===== config.mk =====
export PLATFORM = sky130hd
export DESIGN_NAME = adc_flow_error_flags
export DESIGN_NICKNAME = d
export VERILOG_FILES = /design/src/hw/flow_err_pkg.sv /design/src/hw/adc_flow_error_flags.sv /design/src/hw/sticky_flag.sv /design/src/hw/axil_port.sv
export SDC_FILE = /design/constraint.sdc
export NUM_CORES = 1
export LEC_CHECK = 0
export BUFFER_PORTS_ARGS = -buffer_cell sky130_fd_sc_hd__clkbuf_2
export CAP_MARGIN = 20
export CORE_MARGIN = 2
export CORE_UTILIZATION = 30
export DETAILED_ROUTE_END_ITERATION = 10
export GPL_ROUTABILITY_DRIVEN = 0
export PLACE_DENSITY = 0.64
export SYNTH_ARGS = -nofsm -noshare
export SYNTH_HDL_FRONTEND = slang
export SYNTH_SLANG_ARGS = --single-unit

===== constraint.sdc =====
create_clock -name aclk -period 1.6 [get_ports aclk]
set_input_delay 0.16 -clock aclk [delete_from_list [all_inputs] [get_ports aclk]]
set_output_delay 0.16 -clock aclk [all_outputs]
set_load 0.01 [all_outputs]

===== src/hw/flow_err_pkg.sv =====
package flow_err_pkg;

  // Register byte offsets on the AXI4-Lite bus.
  localparam logic [11:0] ERR_FLAGS_OFS = 12'h0_000;
  localparam logic [11:0] IRQ_MASK_OFS  = 12'h0_004;
  localparam logic [11:0] CONTROL_OFS   = 12'h0_008;
  localparam logic [11:0] STATUS_OFS    = 12'h0_00C;

  // Bit positions inside the error flag register.
  localparam int unsigned TRIG_ERR_BIT    = 3;
  localparam int unsigned RESTART_ERR_BIT = 2;
  localparam int unsigned LOAD_OK_ERR_BIT = 1;
  localparam int unsigned READ_ERR_BIT    = 0;
  localparam int unsigned NUM_FLAGS       = 4;

  // Bits that software may clear or mask.
  localparam logic [7:0] FLAG_IMPL_MASK = 8'h0_F;

  // Bit positions inside the control register.
  localparam int unsigned CTL_ENABLE_BIT   = 0;
  localparam int unsigned CTL_RESTART_BIT  = 1;
  localparam int unsigned CTL_SINGLE_BIT   = 2;
  localparam int unsigned CTL_STORE_AB_BIT = 3;

  // Values after reset.
  localparam logic [7:0] FLAGS_RESET   = 8'h0_0;
  localparam logic [7:0] MASK_RESET    = 8'h0_0;
  localparam logic [3:0] CONTROL_RESET = 4'h0;

  // Address areas from which command fetches are legal.
  localparam logic [31:0] RAM_BASE = 32'h2000_0000;
  localparam logic [31:0] RAM_LAST = 32'h2000_0FFF;
  localparam logic [31:0] NVM_BASE = 32'h0000_0000;
  localparam logic [31:0] NVM_LAST = 32'h0000_FFFF;

  // AXI4-Lite response codes.
  localparam logic [1:0] RESP_OKAY   = 2'h0;
  localparam logic [1:0] RESP_SLVERR = 2'h2;

  // Master to slave signals of the register bus.
  typedef struct packed {
    logic [11:0] awaddr;
    logic        awvalid;
    logic [31:0] wdata;
    logic [3:0]  wstrb;
    logic        wvalid;
    logic        bready;
    logic [11:0] araddr;
    logic        arvalid;
    logic        rready;
  } axil_req_t;

  // Slave to master signals of the register bus.
  typedef struct packed {
    logic        awready;
    logic        wready;
    logic [1:0]  bresp;
    logic        bvalid;
    logic        arready;
    logic [31:0] rdata;
    logic [1:0]  rresp;
    logic        rvalid;
  } axil_rsp_t;

  // One-cycle event pulses from the sequencer around this block.
  typedef struct packed {
    logic trigger_event;
    logic trigger_error_event;
    logic restart_request;
    logic restart_done;
    logic abort_request;
    logic abort_done;
    logic eol_executed;
    logic eol_about;
    logic stop_mode_exit;
  } conv_events_t;

endpackage : flow_err_pkg


===== src/hw/adc_flow_error_flags.sv =====
// Local design decisions: register access over AXI4-Lite and the address map.
`timescale 1ns/10ps

// Function
// - Trigger error flag halts converter while set
// - Restart before list end sets restart error
// - No restart error on restart overrun
// - Restart mode: restart without load-ok flags error
// - No load-ok error during or with abort
// - Suppress load-ok error first restart, single buffer
// - Load-ok error lets conversion keep running
// - Illegal fetch address sets severe read error
module adc_flow_error_flags (
  // Clock and reset.
  input  wire logic                      aclk,
  input  wire logic                      aresetn,
  // Register bus.
  input  wire flow_err_pkg::axil_req_t    bus_req,
  output flow_err_pkg::axil_rsp_t         bus_rsp,
  // Sequencer events and indications.
  input  wire flow_err_pkg::conv_events_t ev,
  input  wire logic                      load_ok_indication,
  // Command fetch address.
  input  wire logic                      fetch_valid,
  input  wire logic [31:0]               fetch_addr,
  // Converter state and interrupt.
  output logic                           converter_run,
  output logic                           converter_halted,
  output logic                           sequence_abort_active,
  output logic                           irq
);

  // Bus side decode signals.
  logic        wr_req;
  logic [11:0] wr_addr;
  logic [31:0] wr_data;
  logic [3:0]  wr_strb;
  logic        wr_ok;
  logic [11:0] rd_addr;
  logic [31:0] rd_data;
  logic        rd_ok;
  logic        wr_lane0;

  // Software registers.
  logic [7:0] mask_q, mask_d;
  logic [3:0] control_q, control_d;
  logic       enable, restart_mode, single_buffer, store_on_abort;

  // Sequence tracking state.
  logic seq_open_q, seq_open_d;
  logic restart_pend_q, restart_pend_d;
  logic abort_act_q, abort_act_d;
  logic first_restart_q, first_restart_d;
  logic enable_last_q, enable_last_d;

  // Number of flag cells; the upper register bits are not built here.
  localparam int unsigned NUM_FLAGS_W = flow_err_pkg::NUM_FLAGS;

  // Flag bits.
  logic [NUM_FLAGS_W-1:0] flag_set;
  logic [NUM_FLAGS_W-1:0] flag_clr;
  logic [NUM_FLAGS_W-1:0] flag_q;
  logic [7:0]             converter_error_flags;
  logic                   severe;
  logic                   list_end_reached;
  logic                   fetch_legal;

  // Bus front end: it owns the handshakes, this module owns the decode.
  // A write reaches the registers one cycle after both channels are held,
  // and read data are taken from the decode below at the address edge.
  axil_port u_port (
    .aclk    (aclk),
    .aresetn (aresetn),
    .bus_req (bus_req),
    .bus_rsp (bus_rsp),
    .wr_req  (wr_req),
    .wr_addr (wr_addr),
    .wr_data (wr_data),
    .wr_strb (wr_strb),
    .wr_ok   (wr_ok),
    .rd_addr (rd_addr),
    .rd_data (rd_data),
    .rd_ok   (rd_ok)
  );

  // Control fields. Clearing enable also clears the sequence tracking,
  // so a converter that is switched off forgets any open list, pending
  // restart or running abort.
  assign enable         = control_q[flow_err_pkg::CTL_ENABLE_BIT];
  assign restart_mode   = control_q[flow_err_pkg::CTL_RESTART_BIT];
  assign single_buffer  = control_q[flow_err_pkg::CTL_SINGLE_BIT];
  assign store_on_abort = control_q[flow_err_pkg::CTL_STORE_AB_BIT];

  // Registers hold up to eight bits in byte lane 0.
  // A write with lane 0 off is answered but changes nothing.
  assign wr_lane0 = wr_req && wr_strb[0];

  // Write decode; unmapped addresses answer with an error.
  // The status register is read-only; a write to it is accepted and lost.
  always_comb begin
    wr_ok = 1'b1;
    case (wr_addr)
      flow_err_pkg::ERR_FLAGS_OFS: wr_ok = 1'b1;
      flow_err_pkg::IRQ_MASK_OFS:  wr_ok = 1'b1;
      flow_err_pkg::CONTROL_OFS:   wr_ok = 1'b1;
      flow_err_pkg::STATUS_OFS:    wr_ok = 1'b1;
      default:                     wr_ok = 1'b0;
    endcase
  end

  // Mask and control registers.
  // Mask bits above the built flags stay zero, so that they can never
  // raise the interrupt.
  always_comb begin
    mask_d    = mask_q;
    control_d = control_q;
    if (wr_lane0 && wr_addr == flow_err_pkg::IRQ_MASK_OFS) begin
      mask_d = wr_data[7:0] & flow_err_pkg::FLAG_IMPL_MASK;
    end
    if (wr_lane0 && wr_addr == flow_err_pkg::CONTROL_OFS) begin
      control_d = wr_data[3:0];
    end
  end

  always_ff @(posedge aclk) begin
    if (!aresetn) begin
      mask_q    <= flow_err_pkg::MASK_RESET;
      control_q <= flow_err_pkg::CONTROL_RESET;
    end else begin
      mask_q    <= mask_d;
      control_q <= control_d;
    end
  end

  // The list counts as finished once end-of-list ran or, with
  // store-on-abort set, is about to run, or once an abort hits it.
  // The abort counts from its request, so a restart that coincides
  // with the abort request is no order error either.
  assign list_end_reached = ev.eol_executed
                         || (store_on_abort && ev.eol_about)
                         || ev.abort_request
                         || abort_act_q;

  // Sequence, restart, abort and first-restart tracking.
  always_comb begin
    seq_open_d      = seq_open_q;
    restart_pend_d  = restart_pend_q;
    abort_act_d     = abort_act_q;
    first_restart_d = first_restart_q;
    enable_last_d   = enable;
    if (ev.trigger_event) begin
      seq_open_d = 1'b1;
    end
    if (ev.eol_executed || ev.abort_done) begin
      seq_open_d = 1'b0;
    end
    if (store_on_abort && ev.eol_about) begin
      seq_open_d = 1'b0;
    end
    // A restart stays pending until the sequencer reports it done; a
    // second request inside that window is an overrun.
    if (ev.restart_done) begin
      restart_pend_d = 1'b0;
    end
    if (ev.restart_request) begin
      restart_pend_d  = 1'b1;
      first_restart_d = 1'b0;
    end
    // A new abort request wins over one that ends in the same cycle.
    if (ev.abort_done) begin
      abort_act_d = 1'b0;
    end
    if (ev.abort_request) begin
      abort_act_d = 1'b1;
    end
    if ((enable && !enable_last_q) || ev.stop_mode_exit) begin
      first_restart_d = 1'b1;
    end
    // Switching off drops the open list, pending restart and running abort.
    if (!enable) begin
      seq_open_d     = 1'b0;
      restart_pend_d = 1'b0;
      abort_act_d    = 1'b0;
    end
  end

  // Tracking registers; enable_last_q resets to the reset enable, so
  // no false enable edge follows reset.
  always_ff @(posedge aclk) begin
    if (!aresetn) begin
      seq_open_q      <= 1'b0;
      restart_pend_q  <= 1'b0;
      abort_act_q     <= 1'b0;
      first_restart_q <= 1'b0;
      enable_last_q   <= 1'b0;
    end else begin
      seq_open_q      <= seq_open_d;
      restart_pend_q  <= restart_pend_d;
      abort_act_q     <= abort_act_d;
      first_restart_q <= first_restart_d;
      enable_last_q   <= enable_last_d;
    end
  end

  // A fetch is legal only inside system RAM or the NVM area.
  // Both areas include their end addresses; one byte past either end
  // is already illegal.
  assign fetch_legal =
      (fetch_addr >= flow_err_pkg::RAM_BASE
       && fetch_addr <= flow_err_pkg::RAM_LAST)
   || (fetch_addr >= flow_err_pkg::NVM_BASE
       && fetch_addr <= flow_err_pkg::NVM_LAST);

  // Set conditions of each flag, gated by the enable.
  // Every set needs the enable, so a disabled converter raises no flag
  // even when the sequencer keeps pulsing events.
  always_comb begin
    flag_set = '0;
    flag_set[flow_err_pkg::TRIG_ERR_BIT] = enable && ev.trigger_error_event;
    // An order error needs an open list, no list end and no pending
    // restart; a pending restart is the overrun that stays silent.
    // restart order error.
    flag_set[flow_err_pkg::RESTART_ERR_BIT] = enable && ev.restart_request
                                           && seq_open_q
                                           && !list_end_reached
                                           && !restart_pend_q;
    // The first restart after enable or stop exit, and any restart with
    // single buffering, needs no load-ok and is no error.
    // load-ok error.
    flag_set[flow_err_pkg::LOAD_OK_ERR_BIT] = enable && restart_mode
                                           && ev.restart_request
                                           && !load_ok_indication
                                           && !abort_act_q
                                           && !ev.abort_request
                                           && !first_restart_q
                                           && !single_buffer;
    // A bad fetch is caught only in the cycle its valid is high.
    // illegal fetch address.
    flag_set[flow_err_pkg::READ_ERR_BIT] = enable && fetch_valid
                                        && !fetch_legal;
  end

  // Software clears a flag by writing one to it.
  // Data bits above the built flags are ignored.
  assign flag_clr = (wr_lane0 && wr_addr == flow_err_pkg::ERR_FLAGS_OFS)
                  ? wr_data[NUM_FLAGS_W-1:0] : '0;

  // One sticky cell per flag.
  // Set wins over a same-cycle clear, so an event that lands together
  // with the software clear is never lost.
  for (genvar i = 0; i < NUM_FLAGS_W; i++) begin : g_flag
    sticky_flag u_flag (
      .aclk    (aclk),
      .aresetn (aresetn),
      .set     (flag_set[i]),
      .clr     (flag_clr[i]),
      .q       (flag_q[i])
    );
  end

  // Reserved and out-of-scope bits read as zero.
  assign converter_error_flags = {4'h0, flag_q};

  // Only the trigger and read errors are severe; the restart order and
  // load-ok errors are reported while the converter carries on.
  // trigger error halts.
  assign severe = flag_q[flow_err_pkg::TRIG_ERR_BIT]
               || flag_q[flow_err_pkg::READ_ERR_BIT];

  // Converter state outputs.
  // Both are low while disabled, so halted shows only for an enabled
  // converter that a severe flag has stopped.
  assign converter_run         = enable && !severe;
  assign converter_halted      = enable && severe;
  assign sequence_abort_active = abort_act_q;

  // One level interrupt for all unmasked flags.
  // Masked flags still read back; only the interrupt ignores them.
  assign irq = |(converter_error_flags & mask_q);

  // Read decode; unmapped addresses answer with an error.
  // Read data are sampled at the address edge, so a flag set in that
  // very cycle shows up on the next read.
  always_comb begin
    rd_data = 32'h0000_0000;
    rd_ok   = 1'b1;
    case (rd_addr)
      flow_err_pkg::ERR_FLAGS_OFS: rd_data[7:0] = converter_error_flags;
      flow_err_pkg::IRQ_MASK_OFS:  rd_data[7:0] = mask_q;
      flow_err_pkg::CONTROL_OFS:   rd_data[3:0] = control_q;
      flow_err_pkg::STATUS_OFS:    rd_data[3:0] = {seq_open_q, abort_act_q,
                                                   converter_halted,
                                                   converter_run};
      default:                     rd_ok = 1'b0;
    endcase
  end

endmodule : adc_flow_error_flags


===== src/hw/sticky_flag.sv =====
`timescale 1ns/10ps

// One sticky flag bit; a set in the same cycle as a clear wins.
module sticky_flag (
  // Clock and reset.
  input  wire logic aclk,
  input  wire logic aresetn,
  // Set and clear strobes.
  input  wire logic set,
  input  wire logic clr,
  // Flag state.
  output logic      q
);

  logic q_d;
  logic q_q;

  // Next value: set has priority over clear.
  always_comb begin
    q_d = q_q;
    if (clr) begin
      q_d = 1'b0;
    end
    if (set) begin
      q_d = 1'b1;
    end
  end

  // Flag register.
  always_ff @(posedge aclk) begin
    if (!aresetn) begin
      q_q <= 1'b0;
    end else begin
      q_q <= q_d;
    end
  end

  assign q = q_q;

endmodule : sticky_flag


===== src/hw/axil_port.sv =====
`timescale 1ns/10ps

// AXI4-Lite slave front end; the register decode lives in the parent.
module axil_port (
  // Clock and reset.
  input  wire logic                   aclk,
  input  wire logic                   aresetn,
  // Bus.
  input  wire flow_err_pkg::axil_req_t bus_req,
  output flow_err_pkg::axil_rsp_t      bus_rsp,
  // Register write strobe and decode answer.
  output logic                        wr_req,
  output logic [11:0]                 wr_addr,
  output logic [31:0]                 wr_data,
  output logic [3:0]                  wr_strb,
  input  wire logic                   wr_ok,
  // Register read address and decode answer.
  output logic [11:0]                 rd_addr,
  input  wire logic [31:0]            rd_data,
  input  wire logic                   rd_ok
);

  logic        aw_full_q, aw_full_d;
  logic        w_full_q, w_full_d;
  logic [11:0] awaddr_q, awaddr_d;
  logic [31:0] wdata_q, wdata_d;
  logic [3:0]  wstrb_q, wstrb_d;
  logic        bvalid_q, bvalid_d;
  logic [1:0]  bresp_q, bresp_d;
  logic        rvalid_q, rvalid_d;
  logic [1:0]  rresp_q, rresp_d;
  logic [31:0] rdata_q, rdata_d;
  logic        aw_take, w_take, ar_take;

  // Address and data are taken in either order, one write at a time.
  assign aw_take = bus_req.awvalid && !aw_full_q;
  assign w_take  = bus_req.wvalid && !w_full_q;
  assign ar_take = bus_req.arvalid && !rvalid_q;
  assign wr_req  = aw_full_q && w_full_q && !bvalid_q;
  assign wr_addr = awaddr_q;
  assign wr_data = wdata_q;
  assign wr_strb = wstrb_q;
  assign rd_addr = bus_req.araddr;

  // Next state of both channels.
  always_comb begin
    aw_full_d = aw_full_q;
    w_full_d  = w_full_q;
    awaddr_d  = awaddr_q;
    wdata_d   = wdata_q;
    wstrb_d   = wstrb_q;
    bvalid_d  = bvalid_q;
    bresp_d   = bresp_q;
    rvalid_d  = rvalid_q;
    rresp_d   = rresp_q;
    rdata_d   = rdata_q;
    if (aw_take) begin
      aw_full_d = 1'b1;
      awaddr_d  = bus_req.awaddr;
    end
    if (w_take) begin
      w_full_d = 1'b1;
      wdata_d  = bus_req.wdata;
      wstrb_d  = bus_req.wstrb;
    end
    if (wr_req) begin
      aw_full_d = 1'b0;
      w_full_d  = 1'b0;
      bvalid_d  = 1'b1;
      bresp_d   = wr_ok ? flow_err_pkg::RESP_OKAY : flow_err_pkg::RESP_SLVERR;
    end else if (bvalid_q && bus_req.bready) begin
      bvalid_d = 1'b0;
    end
    if (ar_take) begin
      rvalid_d = 1'b1;
      rdata_d  = rd_data;
      rresp_d  = rd_ok ? flow_err_pkg::RESP_OKAY : flow_err_pkg::RESP_SLVERR;
    end else if (rvalid_q && bus_req.rready) begin
      rvalid_d = 1'b0;
    end
  end

  // Channel registers.
  always_ff @(posedge aclk) begin
    if (!aresetn) begin
      aw_full_q <= 1'b0;
      w_full_q  <= 1'b0;
      awaddr_q  <= 12'h0_00;
      wdata_q   <= 32'h0000_0000;
      wstrb_q   <= 4'h0;
      bvalid_q  <= 1'b0;
      bresp_q   <= 2'h0;
      rvalid_q  <= 1'b0;
      rresp_q   <= 2'h0;
      rdata_q   <= 32'h0000_0000;
    end else begin
      aw_full_q <= aw_full_d;
      w_full_q  <= w_full_d;
      awaddr_q  <= awaddr_d;
      wdata_q   <= wdata_d;
      wstrb_q   <= wstrb_d;
      bvalid_q  <= bvalid_d;
      bresp_q   <= bresp_d;
      rvalid_q  <= rvalid_d;
      rresp_q   <= rresp_d;
      rdata_q   <= rdata_d;
    end
  end

  // Bus outputs.
  always_comb begin
    bus_rsp         = '0;
    bus_rsp.awready = !aw_full_q;
    bus_rsp.wready  = !w_full_q;
    bus_rsp.bvalid  = bvalid_q;
    bus_rsp.bresp   = bresp_q;
    bus_rsp.arready = !rvalid_q;
    bus_rsp.rvalid  = rvalid_q;
    bus_rsp.rresp   = rresp_q;
    bus_rsp.rdata   = rdata_q;
  end

endmodule : axil_port


# Yosys cells after proc, flatten, opt, wreduce, memory -nomap -nowiden
# Index checks and enable logic that the tools add are counted.
# classes
order_cmp	4
eq_ne	6
muxes	24
bitwise_logic	3
n_reduce_logical	69
# op_table
op	n
$eq 12x4->1 const B	4
$ge 32x1->1 const B	1
$ge 32x30->1 const B	1
$le 32x16->1 const B	1
$le 32x30->1 const B	1
$logic_and 1x1->1	31
$eq 12x3->1 const B	2
$logic_not 12->1	2
$mux 1	20
$reduce_bool 2->1	9
$pmux 4 s4	1
$logic_not 1->1	14
$reduce_or 4->1	3
$reduce_or 8->1	1
$logic_or 1x1->1	7
$and 4x4->4	1
$mux 2	2
$mux 4	1
$not 1->1	2
$reduce_and 2->1	1
$reduce_or 2->1	1
# word_totals
regBits	46
in_bits	110
out_inout_bits	45
wordCells	127

# Longest topological paths before layout
# depth
word_depth	8
mapped_depth	5
depth_no_buf	4

# Cells and area by module
# From an unflattened synthesis, not the netlist that was laid out.
# hier_totals
hier_cells	502
area_unflattened_um2	4434.3
# by_module_without_submodules
module	n_inst	cells_each	area_each_um2	seq_area_each_um2
axil_port	1	392	3393.3	1721.7
adc_flow_error_flags	1	98	875.8	260.2
sticky_flag	4	3	41.3	20.0

# Worst setup path after synthesis
# OpenSTA, ideal clock, no wires.
# synth_timing
path_kind	register to register
startpoint	register u_port.awaddr_q[0] (netlist: u_port.wr_addr[0])
endpoint	register control_q[0]
setup_time_ns	0.072
arrival_ns	1.345
required_time_ns	1.528
setup_slack_ns	0.183
path_stages_with_launch	5
n_path_buf	0
synth_period_minus_slack_ns	1.417
cell_sequence	dfxtp_1 -> nor4_4 -> nand4_4 -> nor3b_4 -> mux2i_1
# synth_between
elab_chain_cells	2
# synth_lines
item	line_no	source
from (decl)	axil_port.sv:25	logic [11:0] awaddr_q, awaddr_d;
from (signal assigned)	axil_port.sv:99	awaddr_q <= awaddr_d;
$eq 12x4->1	adc_flow_error_flags.sv:120	if (wr_lane0 && wr_addr == flow_err_pkg::CONTROL_OFS) begin
$logic_and 1x1->1	adc_flow_error_flags.sv:120	
to (signal assigned)	adc_flow_error_flags.sv:128	control_q <= flow_err_pkg::CONTROL_RESET;
to (signal assigned)	adc_flow_error_flags.sv:131	control_q <= control_d;
to (decl)	adc_flow_error_flags.sv:46	logic [3:0] control_q, control_d;
# No other way between the ends.
# A chain may end at the register's enable or synchronous reset.

# Worst setup path in the final report
# layout_timing
startpoint	register u_port.awaddr_q[0] (netlist: u_port.wr_addr[0])
endpoint	register control_q[2]
# The elaborated chain is that of the path after synthesis.

==> results.toml <==
[route]
antenna_left = 0
drc = 0
wl_per_cell_um = 10.8
num_vias = 1864
drtIter0Drc = 48
drt_wl_total_um = 4710
via_per_inst = 4.28
drt_pass1_iterations = 4

[layout]
fill_cells = 767
syn_to_final_growth_pct = 25.0
stdcell_area_um2 = 2760
diodes = 0
drive_gt1_share_pct = 32.6
multi_input_area_um2 = 1110
regArea_um2 = 883
nets = 446
postLayoutCoreUtil_pct = 38.5
fin_cells = 436

[worst_hold_path]
hp-class = "primary input to flop"

[clocking]
clkSinkCount = 44
clk_latency_ns = 0.29
h-tree-depth = 2
clockBufferDepth = 2
cts_buffers = 5
clk_pin_slew_ns = 0.09
cts_tree = "built"
clock-root-buffer = "clkbuf_8"

[place]
dp_hpwl_um = 3810
dp_cells = 423
placed_area_um2 = 2610
pre_cts_slack_ns = -0.0472
portBuffers = 81

[timing]
rsz0062_at_grt = "true"
fmax_mhz = 639
min_period_ns = 1.56
slew_violations = 0
tns_ns = 0
hold_violations = 0
fin_skew_ns = 0.00871
fin_ws_ns = 0.0352
timing.hold.ws_ns = 0.0771
fin_crit_sh_pct = 97.8
setup_viol = 0

[die]
initial_core_util_pct = 30.8
core-area_um2 = 7180
io_pins = 155
dieHeight_um = 89.8
rows = 31
fp.dieArea_um2 = 8070
die_x_um = 89.8

[synth]
synth_top_area_share_pct = 39.9
synth_seq_area_share_pct = 39.9
ys_warn_count = 0
synth_flop_cell = "dfxtp_1"
synth.area.top_cells = "dfxtp_1 40%, buf_4 11%, nand2_1 7.8%, a21boi_0 5.1%, mux2i_1 4.5%"
yosys.cell_types.count = 33
synth_most_common_cell = "nand2_1"
async_flop_share_pct = 0
ys_top_cells_by_count = "46 x nand2_1, 44 x dfxtp_1, 32 x buf_4, 15 x a21boi_0, 15 x inv_1"
yosys.area.top_type = "dfxtp_1"
synth_area_um2 = 2210
synth_seq_cells = 44
avgSynthCellArea_um2 = 8.87
synth_edf_count = 0
postSynthCellCount = 249

[power_and_ir_drop]
total_power_mw = 2.29
power_leakage_nw = 1.23
ir_drop_mv = 0.530
power_density_nw_per_um2 = 830

[critical_path]
path_class = "flop to flop"
critPathArrivalTime_ns = 1.79
path_max_fanout = 3
start_kind = "flop"
cpPeakStageDelay_ns = 0.39
setup.worst_path.end_class = "flop"
crit_required_ns = 1.82
crit_slowest_cell = "nor4_4"
path_cells = "nor4_4 > nand4_4 > nor3b_4 > buf_4 > mux2i_1"

[global_routing]
top_usage_layer = "met2"
antenna_found_initial = 0
grt_overflow = 0
met1_usage_pct = 14.7
grt_pass1_wl_um = 7680
grt_max_degree = 37
grt_util_met3_pct = 3.69
grt_pass1_vias = 1657
track_usage_pct = 11.5
gr-usage-met2_pct = 19.0

[run]
cap_viol_max_count = 0

[outcome]
status = "completed"
[final timing paths]
path,startpoint,endpoint,slack [ns],depth (start not counted)
max reg2reg,u_port.wr_addr[0]$_SDFFE_PN0P_,control_q[2]$_SDFFE_PN0P_,0.04,5
min reg2reg,u_port.rdata_q[1]$_SDFFE_PN0P_,u_port.rdata_q[1]$_SDFFE_PN0P_,0.45,2
min,ev[0],first_restart_q$_SDFFE_PN0P_,0.08,2
max,u_port.wr_addr[0]$_SDFFE_PN0P_,control_q[2]$_SDFFE_PN0P_,0.04,5
[layout by cell type (no fill, tap or decap), drive strengths merged, types with 2 or more instances in the layout]
cell / Yosys / final
clkbuf: 7 / 87
nor2b: 10 / 10
nor3: 3 / 3
dfxtp: 44 / 44
inv: 15 / 15
mux2i: 10 / 10
o21a: 3 / 3
nand2: 46 / 46
nor3b: 2 / 2
or4: 3 / 3
nand4: 5 / 5
mux4: 3 / 3
a21oi: 8 / 8
nor4: 7 / 7
o211a: 3 / 3
nor2: 11 / 11
conb: 1 / 30
buf: 32 / 9
a22oi: 2 / 2
o21ai: 11 / 11
a21boi: 15 / 15
[power breakdown]
group	leakage, nW	internal, mW	switching (mW)
Sequential	0.359	1.13	0.0311
Combinational	0.813	0.136	0.159
Clock	0.0552	0.464	0.370
Total	1.23	1.73	0.560
[kinds of logic (layout without fill, tap and decap cells)]
| group | Yosys count | after routing | share of synthesized area [%] |
|---|---|---|---|
| muxes | 13 | 13 | 7.59 |
| DFF | 44 | 44 | 39.9 |
| other | 1 | 30 | 0.170 |
| buffers and inverters | 54 | 113 | 14.6 |
| AOI/OAI and AO/OA | 46 | 46 | 13.9 |
| and+or+nand+nor | 91 | 91 | 23.9 |
[registers in the layout, summed over array words and instances, names as in the netlist]
name                   cells
u_port.rdata_q             4
first_restart_q            1
sequence_abort_active      1
restart_pend_q             1
u_port.wr_strb             1
g_flag.u_flag.q            4
mask_q                     4
u_port.bvalid_q            1
u_port.rvalid_q            1
enable_last_q              1
control_q                  4
u_port.bresp_q             1
u_port.aw_full_q           1
u_port.rresp_q             1
seq_open_q                 1
u_port.wr_data             4
u_port.w_full_q            1
u_port.wr_addr            12
[final cells by class]
class                           count  area share, %
Inverter                           15           2.04
Multi-Input combinational cell    180           40.4
Sequential cell                    44           32.0
Clock inverter                      2           1.27
Clock buffer                        6           2.63
Tap cell                           99           4.48
Timing Repair Buffer               90           17.3
[routing by layer]
metal  wire [µm]  part of all wire, %
met1        2050                   43
met2        2350                   50
met3         312                  6.6
met4           4                0.085
met5           0                    0
[worst max-delay path, delay by kind of cell, from the launching register on]
kind	cells	cell delay (ns)
buffers and inverters	1	0.14
multiplexers	1	0.17
AND/OR/NAND/NOR	3	0.83
flip-flops	1	0.34
[repair_timing]
item | 4_1_cts | 5_1_grt
hold buffers | 0 | 0
pin swaps | 3 | 5
setup endpoints to repair | 5 | 11
setup buffers | 2 | 3
endpoints found under the hold margin | 0 | 0
gates resized for setup | 1 | 2
(Power assumes the default switching activity.)
